`config.mk`:
```
export PLATFORM = sky130hd
export DESIGN_NAME = rfack_ctrl
export DESIGN_NICKNAME = d
export VERILOG_FILES = /design/src/inc/rfack_pkg.sv /design/src/rfack_ctrl.sv
export VERILOG_INCLUDE_DIRS = /design/src /design/src/inc
export SDC_FILE = /design/constraint.sdc
export NUM_CORES = 1
export LEC_CHECK = 0
export BUFFER_PORTS_ARGS = -buffer_cell sky130_fd_sc_hd__buf_2
export CORE_AREA = 3 3 61 119
export DETAILED_ROUTE_END_ITERATION = 10
export DIE_AREA = 0 0 64 122
export HOLD_SLACK_MARGIN = 0.03
export PLACE_DENSITY = 0.84
export REMOVE_ABC_BUFFERS = 1
export SLEW_MARGIN = 20
export SYNTH_ARGS = -nofsm -noshare
export SYNTH_HDL_FRONTEND = slang
export SYNTH_SLANG_ARGS = --single-unit
```
`constraint.sdc`:
```
create_clock -name ref_clk -period 5.75 [get_ports ref_clk]
set_input_delay 1.15 -clock ref_clk [delete_from_list [all_inputs] [get_ports ref_clk]]
set_output_delay 1.15 -clock ref_clk [all_outputs]
set_load 0.01 [all_outputs]
```
`src/inc/rfack_cfg.svh`:
```
`ifndef RFACK_CFG_SVH
`define RFACK_CFG_SVH
// ----------------------------------------
// Register offsets
// ----------------------------------------
`define RFACK_OFS_SYNC    9'h155
`define RFACK_OFS_AACK    9'h157
`define RFACK_OFS_TRIM    9'h152
// ----------------------------------------
// Field positions
// ----------------------------------------
`define RFACK_SYN_BLOCK   7
`define RFACK_SYN_RESTART 6
`define RFACK_SYN_OPT_HI  5
`define RFACK_SYN_OPT_LO  4
`define RFACK_AACK_FLT    5
`define RFACK_AACK_UPLD   4
`define RFACK_AACK_SHORT  2
`define RFACK_AACK_PROM   1
// ----------------------------------------
// Reset values and writable masks
// ----------------------------------------
`define RFACK_SYN_RST     8'h40
`define RFACK_AACK_RST    8'h00
`define RFACK_AACK_WMASK  8'h36
`define RFACK_TRIM_RST    4'h0
// ----------------------------------------
// Timing
// ----------------------------------------
`define RFACK_CLK_MHZ     20
`define RFACK_SYM_NS      16000
`define RFACK_SYM_CYC     ((`RFACK_SYM_NS * `RFACK_CLK_MHZ) / 1000)
`define RFACK_TURN_LONG   12
`define RFACK_TURN_SHORT  2
`define RFACK_RSSI_STEP   3
`endif

```
`src/inc/rfack_pkg.sv`:
```
package rfack_pkg;
  typedef enum logic [3:0] {
    RFACK_IDLE = 4'h1,
    RFACK_RECV = 4'h2,
    RFACK_TURN = 4'h4,
    RFACK_SEND = 4'h8
  } rfack_state_t;
endpackage

```
`src/rfack_ctrl.sv`:
```
`timescale 1ns/1ps
`include "rfack_cfg.svh"
// Function
// While frame_rx_block is set, no new frame reception starts.
// Setting frame_rx_block mid-frame leaves that frame running.
// Blocking works whatever the sensitivity threshold level is.
// With restart enabled, an interferer abandons and restarts reception.
// Two-bit restart option field in bits 5:4 selects restart variant.
// Nonzero level drops frames with RSSI below floor plus 3*(level-1).
// Level zero receives every frame with valid SHR and PHR.
// Reserved-type accept: process reserved frames, frame end when FCS good.
// Reserved filter on: address filtering like data; off: FCS check only.
// Software sets reserved filter only while reserved accept is set.
// Auto-ack mode, reserved filtering: address match event on address hit.
// Filtered reserved frame requesting ack gets ack unless suppressed.
// Ack starts 12 symbols after last symbol, or 2 with short delay.
// Short delay selection also governs slotted acknowledgment response time.
// Promiscuous: every valid-PHR frame ends with frame end event.
// Promiscuous operation still updates the FCS good flag.
// Promiscuous: frame passing filter still gets ack unless suppressed.
// Reserved bits written with reset value; reads undefined (read zero).
// Four-bit load trim code selects 0.3 pF steps; zero disconnects.
// Threshold and filter changes apply to frames starting after write.
module rfack_ctrl (
  input  wire logic       ref_clk,
  input  wire logic       reset_n,
  input  wire logic [8:0] regAddr,
  input  wire logic [7:0] regWrData,
  input  wire logic       regWr,
  input  wire logic       regRd,
  output logic      [7:0] regRdData,
  input  wire logic       autoAckMode,
  input  wire logic       ackSuppress,
  input  wire logic       slottedAck,
  input  wire logic [7:0] signalFloor,
  input  wire logic       phyRxActive,
  input  wire logic       shrDetect,
  input  wire logic       phrValid,
  input  wire logic [7:0] frameRssi,
  input  wire logic       interfererDet,
  input  wire logic       lastSymbol,
  input  wire logic       fcsValid,
  input  wire logic       frameReserved,
  input  wire logic       frameDataCmd,
  input  wire logic       addrMatch,
  input  wire logic       ackRequest,
  input  wire logic       ackTxDone,
  output logic            rxStart,
  output logic            rxRestart,
  output logic      [1:0] restartOption,
  output logic            frameEndEvent,
  output logic            addressMatchEvent,
  output logic            fcsGoodFlag,
  output logic            ackTxStart,
  output logic            ackTxActive,
  output logic      [3:0] loadCapTrim
);
  // ----------------------------------------
  // Timing constants
  // ----------------------------------------
  // Nine bits: one symbol is more than 255 clocks
  localparam logic [8:0] SYM_CYC = 9'(`RFACK_SYM_CYC);
  localparam logic [3:0] TURN_L  = 4'(`RFACK_TURN_LONG);
  localparam logic [3:0] TURN_S  = 4'(`RFACK_TURN_SHORT);

  // ----------------------------------------
  // State
  // ----------------------------------------
  typedef struct packed {
    logic                  block;
    logic                  restartEn;
    logic [1:0]            restartOpt;
    logic [3:0]            level;
    logic                  fltRes;
    logic                  upldRes;
    logic                  shortAck;
    logic                  prom;
    logic [3:0]            trim;
    // Settings latched at frame start
    logic [3:0]            fLevel;
    logic                  fFltRes;
    logic                  fUpldRes;
    logic                  fProm;
    logic                  fShort;
    logic                  ackPend;
    rfack_pkg::rfack_state_t st;
    logic [8:0]            symCnt;
    logic [3:0]            turnCnt;
    logic [7:0]            rdData;
    logic                  frameEnd;
    logic                  amEvt;
    logic                  fcsGood;
    logic                  ackStart;
    logic                  rxStartP;
    logic                  restartP;
  } rfack_state_s_t;

  rfack_state_s_t s_ff;
  rfack_state_s_t nxt_s;

  // Eight pin-side flags through two flops; frameRssi, frameReserved, frameDataCmd and phyRxActive are used directly
  logic [7:0] sync1_ff;
  logic [7:0] sync2_ff;
  wire  [7:0] syncIn = {shrDetect, phrValid, interfererDet, lastSymbol,
                        fcsValid, addrMatch, ackRequest, ackTxDone};
  always_ff @(posedge ref_clk) begin
    if (!reset_n) begin
      sync1_ff <= 8'h00;
      sync2_ff <= 8'h00;
    end else begin
      sync1_ff <= syncIn;
      sync2_ff <= sync1_ff;
    end
  end
  wire sShr  = sync2_ff[7];
  wire sPhr  = sync2_ff[6];
  wire sIntf = sync2_ff[5];
  wire sLast = sync2_ff[4];
  wire sFcs  = sync2_ff[3];
  wire sAddr = sync2_ff[2];
  wire sAckR = sync2_ff[1];
  wire sTxD  = sync2_ff[0];

  // ----------------------------------------
  // Combinational next state
  // ----------------------------------------
  logic [8:0] thresh;
  logic       rssiOk;
  logic       resFlt;
  logic       resOk;
  logic       filtPass;
  logic       endOk;
  logic [3:0] turnSel;
  always_comb begin
    nxt_s = s_ff;
    nxt_s.frameEnd = 1'b0;
    nxt_s.amEvt    = 1'b0;
    nxt_s.ackStart = 1'b0;
    nxt_s.rxStartP = 1'b0;
    nxt_s.restartP = 1'b0;
    nxt_s.rdData   = 8'h00;
    // Start decision uses the live level; wrap at level 0 is masked below
    thresh = 9'({1'b0, signalFloor})
           + 9'(`RFACK_RSSI_STEP) * 9'(s_ff.level - 4'h1);
    rssiOk = (s_ff.level == 4'h0) ||
             ({1'b0, frameRssi} >= thresh);
    resFlt = frameReserved && s_ff.fUpldRes && s_ff.fFltRes;
    // Reserved frames need accept; filter uses address match
    resOk = !frameReserved || s_ff.fUpldRes;
    filtPass = autoAckMode && sAddr &&
               (frameDataCmd || resFlt);
    endOk = (s_ff.fProm && autoAckMode) ||
            (resOk && sFcs &&
             (!frameReserved || !s_ff.fFltRes || !autoAckMode || sAddr));
    turnSel = s_ff.fShort ? TURN_S : TURN_L;
    // Register writes
    if (regWr) begin
      unique case (regAddr)
        `RFACK_OFS_SYNC: begin
          nxt_s.block      = regWrData[`RFACK_SYN_BLOCK];
          nxt_s.restartEn  = regWrData[`RFACK_SYN_RESTART];
          nxt_s.restartOpt = regWrData[`RFACK_SYN_OPT_HI:`RFACK_SYN_OPT_LO];
          nxt_s.level      = regWrData[3:0];
        end
        `RFACK_OFS_AACK: begin
          // Reserved bits stay at reset value
          nxt_s.fltRes   = regWrData[`RFACK_AACK_FLT];
          nxt_s.upldRes  = regWrData[`RFACK_AACK_UPLD];
          nxt_s.shortAck = regWrData[`RFACK_AACK_SHORT];
          nxt_s.prom     = regWrData[`RFACK_AACK_PROM];
        end
        `RFACK_OFS_TRIM: nxt_s.trim = regWrData[3:0];
        default: ;
      endcase
    end
    if (regRd) begin
      unique case (regAddr)
        `RFACK_OFS_SYNC: nxt_s.rdData = {s_ff.block, s_ff.restartEn,
                                         s_ff.restartOpt, s_ff.level};
        `RFACK_OFS_AACK: nxt_s.rdData = {2'b00, s_ff.fltRes, s_ff.upldRes,
                                         1'b0, s_ff.shortAck, s_ff.prom,
                                         1'b0} & `RFACK_AACK_WMASK;
        `RFACK_OFS_TRIM: nxt_s.rdData = {4'h0, s_ff.trim};
        default:         nxt_s.rdData = 8'h00;
      endcase
    end
    // Frame sequencing
    unique case (s_ff.st)
      rfack_pkg::RFACK_IDLE: begin
        // Block gates only new starts, independent of level
        if (phyRxActive && sShr && !s_ff.block && rssiOk) begin
          nxt_s.st       = rfack_pkg::RFACK_RECV;
          nxt_s.rxStartP = 1'b1;
          nxt_s.fLevel   = s_ff.level;
          nxt_s.fFltRes  = s_ff.fltRes;
          nxt_s.fUpldRes = s_ff.upldRes;
          nxt_s.fProm    = s_ff.prom;
          nxt_s.fShort   = s_ff.shortAck;
          nxt_s.ackPend  = 1'b0;
        end
      end
      rfack_pkg::RFACK_RECV: begin
        // Block bit not checked here: ongoing frame survives
        if (s_ff.restartEn && sIntf) begin
          nxt_s.restartP = 1'b1;
          nxt_s.st       = rfack_pkg::RFACK_IDLE;
        end else if (sLast && sPhr) begin
          nxt_s.fcsGood  = sFcs;
          nxt_s.frameEnd = endOk;
          nxt_s.amEvt    = filtPass && resFlt;
          nxt_s.ackPend  = filtPass && sFcs && sAckR &&
                           !ackSuppress;
          nxt_s.symCnt   = 9'h000;
          nxt_s.turnCnt  = 4'h0;
          nxt_s.st = (filtPass && sFcs && sAckR && !ackSuppress)
                   ? rfack_pkg::RFACK_TURN : rfack_pkg::RFACK_IDLE;
        end else if (sLast) begin
          nxt_s.st = rfack_pkg::RFACK_IDLE;
        end
      end
      rfack_pkg::RFACK_TURN: begin
        // Symbol timebase; slotted mode shares the same delay
        if (s_ff.symCnt == SYM_CYC - 9'h001) begin
          nxt_s.symCnt  = 9'h000;
          nxt_s.turnCnt = s_ff.turnCnt + 4'h1;
          if (s_ff.turnCnt + 4'h1 == turnSel) begin
            nxt_s.ackStart = 1'b1;
            nxt_s.st       = rfack_pkg::RFACK_SEND;
          end
        end else begin
          nxt_s.symCnt = s_ff.symCnt + 9'h001;
        end
      end
      rfack_pkg::RFACK_SEND: begin
        if (sTxD) begin
          nxt_s.ackPend = 1'b0;
          nxt_s.st      = rfack_pkg::RFACK_IDLE;
        end
      end
      default: nxt_s.st = rfack_pkg::RFACK_IDLE;
    endcase
  end

  always_ff @(posedge ref_clk) begin
    if (!reset_n) begin
      s_ff            <= '0;
      s_ff.restartEn  <= 1'(`RFACK_SYN_RST >> `RFACK_SYN_RESTART);
      s_ff.trim       <= `RFACK_TRIM_RST;
      s_ff.st         <= rfack_pkg::RFACK_IDLE;
    end else begin
      s_ff <= nxt_s;
    end
  end

  // ----------------------------------------
  // Outputs
  // ----------------------------------------
  assign regRdData         = s_ff.rdData;
  assign rxStart           = s_ff.rxStartP;
  assign rxRestart         = s_ff.restartP;
  assign restartOption     = s_ff.restartOpt;
  assign frameEndEvent     = s_ff.frameEnd;
  assign addressMatchEvent = s_ff.amEvt;
  assign fcsGoodFlag       = s_ff.fcsGood;
  assign ackTxStart        = s_ff.ackStart;
  assign ackTxActive       = (s_ff.st == rfack_pkg::RFACK_SEND);
  assign loadCapTrim       = s_ff.trim;

  // ----------------------------------------
  // Check helpers
  // ----------------------------------------
  // Turnaround spans run to thousands of clocks, too long to unroll
  localparam logic [11:0] TURN_L_CYC =
    12'(`RFACK_TURN_LONG * `RFACK_SYM_CYC);
  localparam logic [11:0] TURN_S_CYC =
    12'(`RFACK_TURN_SHORT * `RFACK_SYM_CYC);

  // Clocks spent in turnaround; holds its count into the send cycle
  logic [11:0] turnAge_ff;
  always_ff @(posedge ref_clk) begin
    if (!reset_n) begin
      turnAge_ff <= 12'h000;
    end else if (s_ff.st == rfack_pkg::RFACK_TURN) begin
      turnAge_ff <= turnAge_ff + 12'h001;
    end else begin
      turnAge_ff <= 12'h000;
    end
  end

  // ----------------------------------------
  // Checks
  // ----------------------------------------
  property p_block;
    @(posedge ref_clk) disable iff (!reset_n)
      s_ff.block |=> !s_ff.rxStartP;
  endproperty
  a_block: assert property (p_block) else $error("start while blocked");

  property p_keep;
    @(posedge ref_clk) disable iff (!reset_n)
      (s_ff.st == rfack_pkg::RFACK_RECV && !s_ff.restartEn && !sLast)
        |=> s_ff.st == rfack_pkg::RFACK_RECV;
  endproperty
  a_keep: assert property (p_keep) else $error("frame aborted");

  property p_restart;
    @(posedge ref_clk) disable iff (!reset_n)
      (s_ff.st == rfack_pkg::RFACK_RECV && s_ff.restartEn && sIntf)
        |=> s_ff.restartP && s_ff.st == rfack_pkg::RFACK_IDLE;
  endproperty
  a_restart: assert property (p_restart) else $error("no restart");

  property p_turn_long;
    @(posedge ref_clk) disable iff (!reset_n)
      (s_ff.ackStart && !s_ff.fShort) |-> turnAge_ff == TURN_L_CYC;
  endproperty
  a_turn_long: assert property (p_turn_long) else $error("long turn");

  property p_turn_short;
    @(posedge ref_clk) disable iff (!reset_n)
      (s_ff.ackStart && s_ff.fShort) |-> turnAge_ff == TURN_S_CYC;
  endproperty
  a_turn_short: assert property (p_turn_short) else $error("short turn");

  // Catches a turnaround that never ends as well as a late one
  property p_turn_bound;
    @(posedge ref_clk) disable iff (!reset_n)
      (s_ff.st == rfack_pkg::RFACK_TURN)
        |-> turnAge_ff < (s_ff.fShort ? TURN_S_CYC : TURN_L_CYC);
  endproperty
  a_turn_bound: assert property (p_turn_bound) else $error("turn overrun");

  property p_block_idle;
    @(posedge ref_clk) disable iff (!reset_n)
      (s_ff.st == rfack_pkg::RFACK_IDLE && s_ff.block)
        |=> s_ff.st == rfack_pkg::RFACK_IDLE;
  endproperty
  a_block_idle: assert property (p_block_idle) else $error("left idle");

  property p_rd_zero;
    @(posedge ref_clk) disable iff (!reset_n)
      !regRd |=> regRdData == 8'h00;
  endproperty
  a_rd_zero: assert property (p_rd_zero) else $error("stray read data");

  property p_trim;
    @(posedge ref_clk) disable iff (!reset_n)
      (regWr && regAddr == `RFACK_OFS_TRIM)
        |=> loadCapTrim == $past(regWrData[3:0]);
  endproperty
  a_trim: assert property (p_trim) else $error("trim not taken");

  // Reserved frames without accept must not end, promiscuous aside
  property p_res_drop;
    @(posedge ref_clk) disable iff (!reset_n)
      (s_ff.st == rfack_pkg::RFACK_RECV && !(s_ff.restartEn && sIntf)
       && sLast && sPhr && frameReserved && !s_ff.fUpldRes
       && !(s_ff.fProm && autoAckMode)) |=> !s_ff.frameEnd;
  endproperty
  a_res_drop: assert property (p_res_drop) else $error("reserved ended");

  property p_supp;
    @(posedge ref_clk) disable iff (!reset_n)
      (s_ff.st == rfack_pkg::RFACK_RECV && ackSuppress) |=>
        s_ff.st != rfack_pkg::RFACK_TURN;
  endproperty
  a_supp: assert property (p_supp) else $error("ack not suppressed");

  property p_prom;
    @(posedge ref_clk) disable iff (!reset_n)
      (s_ff.st == rfack_pkg::RFACK_RECV && !(s_ff.restartEn && sIntf)
       && sLast && sPhr && s_ff.fProm && autoAckMode) |=> s_ff.frameEnd;
  endproperty
  a_prom: assert property (p_prom) else $error("promisc end lost");

  property p_fcs;
    @(posedge ref_clk) disable iff (!reset_n)
      (s_ff.st == rfack_pkg::RFACK_RECV && !(s_ff.restartEn && sIntf)
       && sLast && sPhr) |=> s_ff.fcsGood == $past(sFcs);
  endproperty
  a_fcs: assert property (p_fcs) else $error("fcs flag stale");
endmodule
```
==> Yosys cells after proc, flatten, opt, wreduce, memory -nomap -nowiden <==
Index checks and enable logic that the tools add are counted.
{ "op_classes": {"muxes": 19, "n_div": 0, "bitwise": 4, "n_reduce_logical": 43, "shift": 0, "n_eq_ne": 16, "n_mul": 1, "addsub": 4, "n_lt_le_gt_ge": 1} }
{ "op_table": {"columns": ["op", "n"], "rows": [
  ["9-bit == test, second input constant", 4],
  ["4-bit 2-to-1 mux", 9],
  ["13-bit 2-to-1 mux", 2],
  ["13-bit one-hot mux with 2 select lines", 1],
  ["8-bit one-hot mux with 3 select lines", 1],
  ["1-bit logical AND", 16],
  ["4-bit one-hot mux with 4 select lines", 1],
  ["2-bit AND reduction", 7],
  ["2-bit != test, second input constant", 5],
  ["8-bit by 9-bit adder with 9-bit output", 1],
  ["9-bit by 1-bit adder with 9-bit output, second input constant", 1],
  ["8-bit by 9-bit >= comparator with 1-bit output", 1],
  ["9-bit 2-to-1 mux", 1],
  ["3-bit AND reduction", 3],
  ["3-bit by 5-bit multiplier with 8-bit output, first input constant", 1],
  ["1-bit logical OR", 7],
  ["1-bit logical NOT", 5],
  ["5-bit AND reduction", 1],
  ["4-bit by 1-bit subtractor with 5-bit output, second input constant", 1],
  ["4-bit by 1-bit adder with 4-bit output, second input constant", 1],
  ["4-bit by 1-bit == test with 1-bit output, second input constant", 1],
  ["4-bit by 2-bit == test with 1-bit output, second input constant", 1],
  ["4-bit by 3-bit == test with 1-bit output, second input constant", 1],
  ["4-bit == test", 1],
  ["10 further kinds", 15]
]} }
{ "totals": {"mem_bits_rw": 0, "mem_count": 0, "word_cells": 113, "input_bits": 51, "reg_bits": 67, "rom_bits": 0, "latchBits": 0} }

==> Longest topological paths before layout <==
{ "logic_depth": {"word_depth": 11, "depth_mapped": 20, "depth_no_buf": 19} }

==> Least setup slack after synthesis <==
Ideal clock, no wire load.
{ "synth_timing": {"kind": "register -> register", "startpoint": "reg s_ff[48] in the netlist's numbering", "endpoint": "reg s_ff[27] in the netlist's numbering", "path_stages_with_launch": 20, "setup_ns": 0.097, "t_required_ns": 5.653, "slack_ns": 1.567, "t_arrival_ns": 4.086, "n_path_buf": 1, "cell_sequence": "dfxtp_1 -> inv_1 -> ha_1 -> xor2_1 -> ha_1 -> ha_1 -> fa_1 -> xor2_1 -> ha_1 -> o211ai_1 -> a21oi_2 -> a211oi_1 -> xor2_1 -> ha_1 -> a21o_1 -> a211oi_1 -> or2_1 -> o2bb2a_4 -> buf_6 -> o41ai_4"} }
{ "synth_via": {"elab_chain_len": 8, "word_cells_on_any_way": 9, "cone_classes": "add/sub: 2; mul: 1; order compare: 1; eq/ne: 1; reduce/logical: 4"} }
{ "synth_lines": {"columns": ["item", "line_no", "source"], "rows": [
  ["start, declared", "rfack_ctrl.sv:98", "rfack_state_s_t s_ff;"],
  ["start signal, assigned", "rfack_ctrl.sv:251", "s_ff <= nxt_s;"],
  ["4-bit by 1-bit subtractor with 5-bit output", "rfack_ctrl.sv:144", "+ 9'(`RFACK_RSSI_STEP) * 9'(s_ff.level - 4'h1);"],
  ["3-bit by 5-bit multiplier with 8-bit output", "rfack_ctrl.sv:144", null],
  ["8-bit by 9-bit adder with 9-bit output", "rfack_ctrl.sv:143", "thresh = 9'({1'b0, signalFloor})"],
  ["8-bit by 9-bit >= comparator with 1-bit output", "rfack_ctrl.sv:146", "({1'b0, frameRssi} >= thresh);"],
  ["1-bit logical OR *", "rfack_ctrl.sv:145", "rssiOk = (s_ff.level == 4'h0) ||"],
  ["1-bit logical AND *", "rfack_ctrl.sv:191", "if (phyRxActive && sShr && !s_ff.block && rssiOk) begin"],
  ["2-bit != test (no source line) *", null, null],
  ["5-bit AND reduction (no source line) *", null, null]
]} }
Mark *: on every way between the ends. The rest lies on a longest branch, timed or not.
A chain may end at the register's enable or synchronous reset.

==> Final worst setup path <==
Ends and elaborated chain as after synthesis.

==> reports/metrics.yaml <==
cts:
  cts_htree_levels: 3
  cts.root.buffer_cell: "sky130_fd_sc_hd__clkbuf_16"
  holdBufCountCts: 0
  clock_tree_from_tritoncts: "yes"
  worst_skew_pair.late_latency_ns: 0.33
  cts.sink_count: 67
  cts_resized: 0
  clock_tree.buffer_depth: 2
  post_cts.repair.setup_buffers: 0
  path_clk_slew_ns: 0.05
  cts_buffers: 9
sta:
  min_period_ns: 4.607
  timing.clock.skew_ns: 0.004184
  hold_violations: 0
  hold_slack_ns: 0.4300
  post-route-period-util_pct: 80.12
  max_freq_ghz: 0.2171
  timing.final.setup_violations: 0
  final_count_of_pins_violating_max_slew: 0
  worst-slew-pin-transition_ns: 0.7536
  slew-limit-headroom_pct: 49.57
  setup_total_negative_slack_ns: 0
  rsz0062_at_grt: "no"
synth:
  synth.largest_area_cell: "sky130_fd_sc_hd__dfxtp_1"
  async_flop_share_pct: 0
  synth-edff-count: 0
  yosys.area_share.xor_xnor_pct: 5.552
  register_bit_count_reported_by_yosys: 67
  dominant_combinational_cell_family_by_area_after_synthesis: "simple AND/OR/NAND/NOR gates"
  synth_fa_ha_area_share_pct: 10.53
  muxShareOfSynthArea_pct: 3.461
  syn_area_sq_um: 3471
  synth_ff_type: "sky130_fd_sc_hd__dfxtp_1"
  synthesis.area_per_instance_sq_um: 8.922
  synth_sequential_area_ratio_pct: 38.64
  most_common_cell_in_the_synthesized_netlist: "sky130_fd_sc_hd__dfxtp_1"
  yosys_warnings: 0
  synth-simple-area-share_pct: 23.94
  synth_compound_gate_area_share_pct: 11.97
  synth.lib_cells_used.distinct: 54
  syn_inst: 389
  yosys-top-cells-area: "sky130_fd_sc_hd__dfxtp_1 39%, sky130_fd_sc_hd__ha_1 9.4%, sky130_fd_sc_hd__nand2_1 5.2%"
  synth_common_cells: "67 x sky130_fd_sc_hd__dfxtp_1, 48 x sky130_fd_sc_hd__nand2_1, 36 x sky130_fd_sc_hd__nor2_1"
  synth_largest_type_area_fraction_pct: 38.64
global_routing:
  grt_start_max_net_pins: 36
  groute.usage.overall_pct: 20.87
  grt_first_pass_wirelength_um: 12610
  global_route.overflow_total: 0
  grt_pass1_vias: 2957
  grt_antenna_before_repair: 0
layout:
  multi_input_area_sq_um: 1924
  final-seq-area_sq_um: 1341
  post-route-cell-area_sq_um: 4085
  finalNetCount: 522
  n_fill_cell: 524
  drive_above_1_share_pct: 20.98
  end_of_flow_core_utilization_pct: 63.71
  antenna_cells_inserted: 0
  layout_overhead_on_the_synthesized_area_pct: 17.70
die:
  core_region_area_sq_um: 6412
  rows: 41
  die_span_y_um: 122
  floorplan.io_pins: 72
  die_width_um: 64
  die_area_sq_um: 7808
  initial_core_util_pct: 54.13
flow_run:
  max_cap_viol_count: 0
worst_setup_path:
  regToRegSetupSlack_ns: 1.14
  endpoint_kind: "flip-flop"
  crit_path_most_repeated_cell: "sky130_fd_sc_hd__ha_1"
  cp_data_required_time_ns: 5.99
  critPathTopFamily: "adder cells"
  register_to_register_path_depth: 18
  setup.worst_path.class: "reg2reg"
  timing.critical_path.fanout_max: 7
  worst_ep_arrival_time_ns: 4.84
  critical-path-max-stage-delay_ns: 0.43
  crit_path_top_delay_cell: "sky130_fd_sc_hd__fa_1"
  setup.worst_path.start_class: "flip-flop"
  cp_num_buf_inv: 1
  critical_path.cell_chain: "inv_1 > ha_1 > xor2_1 > ha_1 > ha_1 > fa_1 > xor2_1 > ha_1 > o211ai_1 > a21oi_2 > a211oi_1 > xor2_1 > ha_1 > a21o_1 > a211oi_1 > or2_1 > o2bb2a_4 > o41ai_4"
  worstReg2RegEnd: "s_ff[27]"
  launching_point_of_the_worst_reg2reg_path: "s_ff[48]"
routing:
  drtAntennaViolNets: 0
  drt_iter0_markers: 107
  avgRoutedWirePerCell_um: 14.28
  route.vias.total: 2891
  drc: 0
  postRouteWirelength_um: 7623
  route.detailed.vias_per_inst: 5.414
  first_pass_iters: 4
min_path:
  timing.hold.worst.class: "reg2reg"
  hp-start: "sync1_ff[2]"
  hold-path-endpoint: "sync2_ff[2]"
  min_delay_path_depth: 1
placed_design:
  post-dp-hpwl_um: 5923
  port_buffers: 70
  routabilityCongestion: 0.8420
  place_area_sq_um: 3765
pwr:
  total_leakage_power_nw: 1.725
  total_power_density_per_cell_area_nw_per_um2: 278.1
  vdd_drop_max_mv: 0.2879
run_status:
  run_status: "finished clean"
through the flow:
stage | worst slack [ns] | total power, mW | std cells
floorplan | 1.644 | 0.5252 | 362
global placement | 1.341 | 0.5578 | 518
global route | 0.9076 | 1.178 | 534
CTS | 1.177 | 1.146 | 534
finish | 1.143 | 1.136 | 534
detailed placement | 1.195 | 0.5623 | 518
power by group:
group | leakage (nW) | internal [mW] | switching (mW) | total [mW]
logic | 1.02 | 0.0361 | 0.0431 | 0.0792
clock network | 0.157 | 0.391 | 0.193 | 0.584
registers | 0.543 | 0.470 | 0.00214 | 0.473
total | 1.72 | 0.898 | 0.238 | 1.14
worst max-delay path by stage:
| stage | start | to | slack (ns) | cells after the start |
|---|---|---|---|---|
| after floorplan | s_ff[48] | s_ff[27] | 1.64 | 18 |
| after global placement | s_ff[48] | s_ff[27] | 1.34 | 18 |
| after detailed placement | s_ff[48] | s_ff[27] | 1.19 | 17 |
| after CTS | s_ff[48] | s_ff[27] | 1.18 | 17 |
| after global routing | s_ff[48] | s_ff[27] | 0.91 | 18 |
| final | s_ff[48] | s_ff[27] | 1.14 | 18 |
state kept, by name, indices dropped and copies added (netlist names):
signal             cells
regRdData              8
ackTxStart             1
frameEndEvent          1
rxRestart              1
sync2_ff               8
s_ff                  31
loadCapTrim            4
rxStart                1
fcsGoodFlag            1
restartOption          2
sync1_ff               8
addressMatchEvent      1
cells by family (layout without fill, tap and decap cells):
group	Yosys count	after routing
buffers and inverters	38	97
DFF	67	67
AOI/OAI and AO/OA	60	60
and+or+nand+nor	162	162
adders and majority gates	28	28
muxes	12	12
xor gates and xnor gates	22	22
area by class of cell:
type	instances	area share (%)
multi-input cells	284	47.11
flip-flops and latches	67	32.83
repair buffers	70	8.576
clock buffers	12	6.034
well taps	86	2.634
clock inverters	4	1.807
inverters	11	1.011
layer usage:
layer / GRT usage, % / share of wire, % / up-vias
met2: 40.05 / 56 / 101
met4: 14.21 / 4.9 / 0
li1: - / - / 1443
met1: 18.19 / 34 / 1315
met3: 5.166 / 5.0 / 32
met5: 0 / 0 / -
placed cells by master (no fill, tap or decap), types with 5 or more instances in the layout:
cell type / n
sky130_fd_sc_hd__mux2i_1: 12
sky130_fd_sc_hd__o21ai_0: 6
sky130_fd_sc_hd__nand2_1: 48
sky130_fd_sc_hd__nor2_1: 36
sky130_fd_sc_hd__nand4_1: 5
sky130_fd_sc_hd__clkbuf_16: 9
sky130_fd_sc_hd__a22oi_1: 5
sky130_fd_sc_hd__xnor2_1: 7
sky130_fd_sc_hd__nor2b_1: 5
sky130_fd_sc_hd__nand3_1: 20
sky130_fd_sc_hd__buf_2: 70
sky130_fd_sc_hd__xor2_1: 15
sky130_fd_sc_hd__a21oi_1: 25
sky130_fd_sc_hd__inv_1: 10
sky130_fd_sc_hd__dfxtp_1: 67
sky130_fd_sc_hd__nor4b_1: 5
sky130_fd_sc_hd__and2_1: 17
sky130_fd_sc_hd__ha_1: 26
sky130_fd_sc_hd__nor3_1: 7
Note: power is estimated with default switching activity, not from simulation.
